--- src/verilog/en_dim_pkg.sv ---
// Purpose: shared constants and carrier types for the enable/dimming block
// Assumes: clk_sys at 125 MHz; analog pin already digitised off-chip
// Notes:   level code is the pin voltage as a fraction of internal supply
`default_nettype none
package en_dim_pkg;
    // clock
    localparam int unsigned CLK_PERIOD_NS  = 8;
    // enable turn-off delay, typical figure
    localparam int unsigned OFF_DELAY_NS   = 10_000_000;
    localparam int unsigned OFF_DELAY_CYC  = OFF_DELAY_NS / CLK_PERIOD_NS;
    // level converter width; full scale equals the internal supply
    localparam int unsigned LVL_W          = 12;
    // engine window edges and span, in percent of internal supply
    localparam int unsigned WIN_LO_PCT     = 32;
    localparam int unsigned WIN_SPAN_PCT   = 24;
    localparam int unsigned PCT_SCALE      = 100;
    // oscillator cycles per engine period
    localparam int unsigned DIV_CYCLES     = 511;
    localparam int unsigned DIV_W          = 9;
    localparam int unsigned DUTY_W         = 10;

    // pin-side status, after synchronisation
    typedef struct packed {
        logic             pin_high;     // above valid high level
        logic             pin_low;      // below valid low level
        logic             supply_ready; // internal_supply past rising level
        logic             osc_cmp;      // cap oscillator charge phase
        logic [LVL_W-1:0] level;        // pin voltage / internal_supply
    } pin_status_t;

    typedef enum logic {
        ST_OFF,
        ST_RUN
    } run_state_t;
endpackage
`default_nettype wire

--- src/verilog/enable_and_dimming_control.sv ---
// Purpose: enable detection, digital and embedded dimming of a boost driver
// Assumes: comparators, level converter and cap oscillator sit outside
// Notes:   all pin-side inputs are asynchronous and pass two flip-flops
`timescale 1ns/100ps
`default_nettype none

// Summary of operation
// - long valid low powers device off
// - valid high powers on once the supply is up, accepts digital dimming
// - gate follows input: high on, low off
// - short lows are dimming, not shutdown
// - mid window runs engine driving gate
// - duty from level: (v-0.32)/0.24 of the period
// - period is 511 cap oscillator cycles
// - engine waveform gates drivers like digital
// - open pin pulled low stays off
module enable_and_dimming_control
    import en_dim_pkg::*;
#(
    parameter int unsigned OFF_CYC = OFF_DELAY_CYC
) (
    // clock and reset
    input  wire logic             clk_sys,
    input  wire logic             rst_b,
    // pin-side comparators and converter, asynchronous
    input  wire logic             en_pin_high,
    input  wire logic             en_pin_low,
    input  wire logic             supply_ready,
    input  wire logic             dim_osc_cap_pin,
    input  wire logic [LVL_W-1:0] enable_dim_level,
    // to power stage
    output var  logic             device_on,
    output var  logic             engine_on,
    output var  logic             dim_gate_output
);
    localparam int unsigned CNT_W = $clog2(OFF_CYC + 1);
    localparam logic [CNT_W-1:0] CNT_LAST = CNT_W'(OFF_CYC - 1);
    localparam logic [DIV_W-1:0] DIV_LAST = DIV_W'(DIV_CYCLES - 1);
    localparam logic [DUTY_W-1:0] DUTY_FULL = DUTY_W'(DIV_CYCLES);
    localparam int unsigned FS = 1 << LVL_W;
    localparam int unsigned LO_NUM = WIN_LO_PCT * FS;
    localparam int unsigned HI_NUM = (WIN_LO_PCT + WIN_SPAN_PCT) * FS;
    localparam int unsigned SPAN_NUM = WIN_SPAN_PCT * FS;

    pin_status_t  meta;
    pin_status_t  sync;
    logic         osc_prev;
    run_state_t   state;
    run_state_t   next_state;
    logic [CNT_W-1:0]  low_cnt;
    logic [DIV_W-1:0]  div_cnt;
    logic [LVL_W-1:0]  level_prev;
    logic [LVL_W-1:0]  level_hold;

    // two-stage synchroniser; only the second stage feeds logic
    always_ff @(posedge clk_sys) begin
        if (!rst_b) begin
            meta <= '0;
            sync <= '0;
        end else begin
            meta <= '{en_pin_high, en_pin_low, supply_ready,
                      dim_osc_cap_pin, enable_dim_level};
            sync <= meta;
        end
    end

    // pin classification
    wire in_high   = sync.pin_high;
    wire in_low    = sync.pin_low;
    wire in_window = !sync.pin_high && !sync.pin_low;
    wire osc_rise  = sync.osc_cmp && !osc_prev;

    // level word crosses bit by bit, so a change can land half-taken;
    // accept it only once two samples in a row agree, costing two clocks
    wire level_steady = (sync.level == level_prev);

    always_ff @(posedge clk_sys) begin
        if (!rst_b) begin
            level_prev <= '0;
            level_hold <= '0;
        end else begin
            level_prev <= sync.level;
            if (level_steady) begin
                level_hold <= level_prev;
            end
        end
    end

    a_level_filter: assert property (
        @(posedge clk_sys) disable iff (!rst_b)
        !level_steady |=> level_hold == $past(level_hold))
        else $error("unsettled level word reached duty");

    // duty from the filtered level, clamped at the window edges
    wire [31:0] lvl_num = 32'(level_hold) * PCT_SCALE;
    wire        at_lo   = lvl_num <= LO_NUM;
    wire        at_hi   = lvl_num >= HI_NUM;
    wire [31:0] duty_raw = ((lvl_num - LO_NUM) * DIV_CYCLES)
                           / SPAN_NUM;
    wire [DUTY_W-1:0] duty = at_lo ? '0 :
                             at_hi ? DUTY_FULL :
                             duty_raw[DUTY_W-1:0];
    wire        engine_gate = {1'b0, div_cnt} < duty;

    // shutdown after a low that outlasts the turn-off delay
    wire low_expired = in_low && (low_cnt == CNT_LAST);

    // off: wake only on valid high once the supply is up
    always_comb begin
        next_state = state;
        unique case (state)
            ST_OFF: if (in_high && sync.supply_ready)
                        next_state = ST_RUN;
            ST_RUN: if (low_expired)
                        next_state = ST_OFF;
        endcase
    end

    // gate select: digital pattern or engine waveform
    wire next_gate = (next_state == ST_RUN) && (state == ST_RUN) &&
                     (in_high || (in_window && engine_gate));

    always_ff @(posedge clk_sys) begin
        if (!rst_b) begin
            state <= ST_OFF;
        end else begin
            state <= next_state;
        end
    end

    // low-phase timer, cleared by any non-low sample
    always_ff @(posedge clk_sys) begin
        if (!rst_b) begin
            low_cnt <= '0;
        end else if (state == ST_RUN && in_low && !low_expired) begin
            low_cnt <= low_cnt + 1'b1;
        end else begin
            low_cnt <= '0;
        end
    end

    // engine divider, one step per oscillator cycle
    always_ff @(posedge clk_sys) begin
        if (!rst_b) begin
            osc_prev <= 1'b0;
            div_cnt  <= '0;
        end else begin
            osc_prev <= sync.osc_cmp;
            if (osc_rise) begin
                div_cnt <= (div_cnt == DIV_LAST) ? '0
                                                 : div_cnt + 1'b1;
            end
        end
    end

    // registered outputs
    always_ff @(posedge clk_sys) begin
        if (!rst_b) begin
            device_on       <= 1'b0;
            engine_on       <= 1'b0;
            dim_gate_output <= 1'b0;
        end else begin
            device_on       <= next_state == ST_RUN;
            engine_on       <= (next_state == ST_RUN) && in_window;
            dim_gate_output <= next_gate;
        end
    end

    a_off_stays_low: assert property (
        @(posedge clk_sys) disable iff (!rst_b)
        (state == ST_OFF && !in_high) |=> !device_on && !dim_gate_output)
        else $error("device woke without valid high");
    a_wake_needs_ready: assert property (
        @(posedge clk_sys) disable iff (!rst_b)
        $rose(device_on) |-> $past(in_high) && $past(sync.supply_ready))
        else $error("woke without high and supply ready");
    a_gate_follows_high: assert property (
        @(posedge clk_sys) disable iff (!rst_b)
        (state == ST_RUN && in_high) |=> dim_gate_output)
        else $error("gate off during high input");
    a_gate_low_off: assert property (
        @(posedge clk_sys) disable iff (!rst_b)
        (state == ST_RUN && in_low) |=> !dim_gate_output)
        else $error("gate on during low input");
    a_short_low_runs: assert property (
        @(posedge clk_sys) disable iff (!rst_b)
        (state == ST_RUN && in_low && low_cnt < CNT_LAST) |=> device_on)
        else $error("shutdown before delay elapsed");
    a_long_low_off: assert property (
        @(posedge clk_sys) disable iff (!rst_b)
        (state == ST_RUN && low_expired)
        |=> !device_on && !dim_gate_output && state == ST_OFF)
        else $error("no shutdown after delay");
    a_engine_gate_dc: assert property (
        @(posedge clk_sys) disable iff (!rst_b)
        (state == ST_RUN && in_window && next_state == ST_RUN)
        |=> engine_on && dim_gate_output == $past(engine_gate))
        else $error("engine gate mismatch");
    a_duty_clamp: assert property (
        @(posedge clk_sys) disable iff (!rst_b)
        (at_lo |-> duty == '0) and (at_hi |-> duty == DUTY_FULL))
        else $error("duty not clamped");
    a_div_wrap: assert property (
        @(posedge clk_sys) disable iff (!rst_b)
        (osc_rise && div_cnt == DIV_LAST) |=> div_cnt == '0)
        else $error("divider did not wrap at 511");
    a_duty_mid: assert property (
        @(posedge clk_sys) disable iff (!rst_b)
        (!at_lo && !at_hi) |-> duty < DUTY_FULL)
        else $error("mid-window duty out of range");

    // clamp seen at the gate: zero duty never pulses, full never drops
    a_clamp_gate_lo: assert property (
        @(posedge clk_sys) disable iff (!rst_b)
        (state == ST_RUN && next_state == ST_RUN && in_window && at_lo)
        |=> !dim_gate_output)
        else $error("gate pulsed at zero duty");
    a_clamp_gate_hi: assert property (
        @(posedge clk_sys) disable iff (!rst_b)
        (state == ST_RUN && next_state == ST_RUN && in_window && at_hi)
        |=> dim_gate_output)
        else $error("gate dropped at full duty");
    a_engine_off_pins: assert property (
        @(posedge clk_sys) disable iff (!rst_b)
        (in_high || in_low) |=> !engine_on)
        else $error("engine on outside the window");
    a_low_cnt_bound: assert property (
        @(posedge clk_sys) disable iff (!rst_b)
        low_cnt <= CNT_LAST)
        else $error("low timer ran past the delay");
endmodule

`default_nettype wire
--- config.mk ---
export PLATFORM = sky130hd
export DESIGN_NAME = enable_and_dimming_control
export DESIGN_NICKNAME = d
export VERILOG_FILES = /design/src/verilog/en_dim_pkg.sv /design/src/verilog/enable_and_dimming_control.sv
export SDC_FILE = /design/constraint.sdc
export NUM_CORES = 1
export LEC_CHECK = 0
export BUFFER_PORTS_ARGS = -buffer_cell sky130_fd_sc_hd__buf_2
export CORE_MARGIN = 1
export CORE_UTILIZATION = 54
export DETAILED_ROUTE_END_ITERATION = 12
export PLACE_DENSITY = 0.8
export REMOVE_ABC_BUFFERS = 1
export SETUP_SLACK_MARGIN = 0.4
export SYNTH_ARGS = -nofsm -noshare
export SYNTH_HDL_FRONTEND = slang
export SYNTH_SLANG_ARGS = --single-unit
--- constraint.sdc ---
create_clock -name clk_sys -period 17.4 [get_ports clk_sys]
set_input_delay 4.35 -clock clk_sys [delete_from_list [all_inputs] [get_ports clk_sys]]
set_output_delay 4.35 -clock clk_sys [all_outputs]
set_load 0.005 [all_outputs]
==> results_dict.tcl <==
set metrics [dict create \
    status "completed" \
    critPathKind "reg -> reg" \
    cts_max_level 3 \
    hold_viol 0 \
    p_int_uw 759.9 \
    final.setup.tns_ns 0 \
    hold_ws_ns 0.4234 \
    total_power_uw 1585 \
    yosys.area_share.simple_pct 15.82 \
    cts_made_buffers 9 \
    setup_viol 0 \
    dieArea_mm2 0.02002 \
    leakagePower_uw 0.005342 \
    finalClockSkew_ns 0.009843 \
    synthDistinctLibCells 100 \
    drc_errors 0 \
    sequentialPowerShare_pct 13.5 \
    drt-wirelength-per-cell_um 14.76 \
    final_common_cell "inv_1" \
    max_stage_delay_ns 0.72 \
    synth_mux_area_share_pct 1.738 \
    crit_arrival_ns 13.90 \
    syn_area_per_cell_um2 8.982 \
    critical_path_required_ns 17.67 \
    peakVddDrop_uv 119.9 \
    switching_share_pct 52.06 \
    place_area_mm2 0.01073 \
    max_cap_violations 0 \
    ys_seq_area_share_pct 17.14 \
    path_common_cell "a21oi_1" \
    die_h_um 141.5 \
    fin_area_mm2 0.01100 \
    cp-start-kind "flop" \
    cp_max_fo 13 \
    area_delta_synth_final_pct 4.715 \
    grt.overflow.total 0 \
    syn_area_mm2 0.01051 \
    p_sw_uw 825.3 \
    design.portCount 21 \
    layout-drive-gt1-share_pct 6.911 \
    relSlewSlack_pct 21.03 \
    drt-initial-drc-count 428 \
    antenna_found_initial 0 \
    synth_compound_area_share_pct 14.62 \
    ys_top_cells_by_area "fa_1 20%, dfxtp_1 17%, ha_1 14%" \
    postCtsSetupBuffers 0 \
    most-common-layout-cells "202 x inv_1, 119 x ha_1, 104 x fa_1" \
    worst_pin_slew_ns 1.181 \
    synth_top_family_by_area "adder cells" \
    grt_usage_pct 22.54 \
    period_minus_slack_ns 13.63 \
    ys_warn_count 0 \
    fp.dieW_um 141.5 \
    synth_top_cell_by_area "fa_1" \
    rsz0062_at_grt "no" \
    hold_class "reg -> reg" \
    worstSetupEndpointType "flop" \
    slew_violations 0 \
    netlist_instances 1170 \
    ctsHoldBuffers 0 \
    p_per_area_mw_per_mm2 144.1 \
    first_global_vias 7928 \
    place_hpwl_mm 17.00 \
    antennaDiodeCount 0 \
    clockRootBuffer "clkbuf_16" \
    start_util_pct 55.62 \
    nNetsFinal 1409 \
    cts_buffer_depth 2 \
    fin_crit_sh_pct 78.34 \
    cts_resized 0 \
    cts_tree "yes" \
    synth-seq-cells 90 \
    viasPerCell 5.499 \
    row_count 50 \
    synth-xor-area-share_pct 7.394 \
    first_pass_iters 5 \
    wirelength_mm 21.13 \
    p_clk_share_pct 11.0 \
    synth_adder_area_share_pct 34.08 \
    grt_start_max_net_pins 63 \
    synth_async_sr_flop_share_pct 0 \
    clk_latency_ns 0.34 \
    slowest_stage "xor2_1" \
    clkSinkCount 90 \
    ys.flop_type "dfxtp_1" \
    final_antenna_net_count 0 \
    gp_congestion 0.8737 \
    fp.coreArea_mm2 0.01889 \
    synthDominantCellAreaShare_pct 19.81 \
    synth_edf_count 0 \
    fmax_ghz 0.07337 \
    grt_pass1_wl_mm 36.55 \
    cts.clk_slew.worst_paths_ns 0.07 \
    vias 7875 \
    combPwrFrac_pct 75.5 \
    port_buffers 20 \
]
-- sequential cells by signal, indices dropped and copies added (netlist names), 9 cells and up --
signal      flops
low_cnt        21
sync           14
div_cnt         9
meta           16
level_hold     12
level_prev     12
-- metrics by stage --
stage	setup slack (ns)	util, %	cells
global placement	4.217	56.81	1417
CTS	3.805	58.25	1432
global route	2.523	58.25	1432
detailed placement	3.802	56.81	1417
finish	3.770	58.25	1432
floorplan	5.139	-	1136
-- worst paths after layout --
path,from,end,slack (ns),depth (start not counted)
max reg2reg,level_hold[2],dim_gate_output,3.77,55
min reg2reg,meta[0],sync[0],0.42,1
max,level_hold[2],dim_gate_output,3.77,55
min,meta[0],sync[0],0.42,1
-- power by group through the flow --
stage / logic (uW) / registers (uW) / clock network [uW]
4_1_cts: 1180 / 213 / 179
6_report: 1200 / 213 / 175
5_1_grt: 1320 / 214 / 188
3_5_place_dp: 1170 / 218 / 0
3_3_place_gp: 1160 / 218 / 0
2_1_floorplan: 946 / 217 / 0
-- metal layers --
| metal | wire, um | track usage (%) | up-vias |
|---|---|---|---|
| met5 | 0 | 0 | - |
| met4 | 499 | 7.753 | 0 |
| met3 | 745 | 2.902 | 33 |
| met2 | 10040 | 39.40 | 176 |
| met1 | 9843 | 28.74 | 3762 |
| li1 | - | - | 3904 |
-- logic make-up after synthesis --
logic type	Yosys count
AOI/OAI and AO/OA	206
xor gates and xnor gates	83
adders and majority gates	224
buffers and inverters	236
DFF	90
muxes	16
and+or+nand+nor	315
-- worst max-delay path, delay by kind of cell (launching register included) --
kind / cells / cell delay, ns
AOI/OAI and AO/OA: 27 / 4.71
DFF: 1 / 0.52
xor gates and xnor gates: 3 / 1.41
and+or+nand+nor: 9 / 1.30
adders and majority gates: 11 / 4.79
buffers and inverters: 5 / 0.80
-- cells in the mapped netlist, types with 3 or more instances --
master      n
o21ai_0    30
ha_1      119
inv_1     202
a21o_1     18
a211oi_1    4
a21boi_0    4
o21ai_1     3
clkbuf_1   15
o211a_1     3
buf_6       4
a32oi_1     3
o211ai_1    8
mux2i_1    13
a31o_2      3
clkbuf_8    3
a31o_1      4
a211oi_2    3
xor2_1     39
o31ai_1     5
nand2b_1    9
nor2_1     70
a31oi_1    10
o21ai_2     3
nor2b_1    18
a221oi_1    3
xnor2_1    39
and3_1     14
nand3_1    29
nand2_1    53
nand4_1    18
a21oi_1    45
dfxtp_1    90
nor4_1      9
nor3_1     23
o21a_1      3
o21bai_1    9
buf_2       8
fa_1      104
and2_1     50
-- final cells by class --
type	count	area [um2]
timing repair buffer	21	107.6
tap	260	325.3
fill	1641	7889
inverter	202	758.2
sequential	90	1802
multi-input combinational	844	7740
clock inverter	4	28.78
clock buffer	11	242.7
Note: power is estimated with default switching activity, not from simulation.
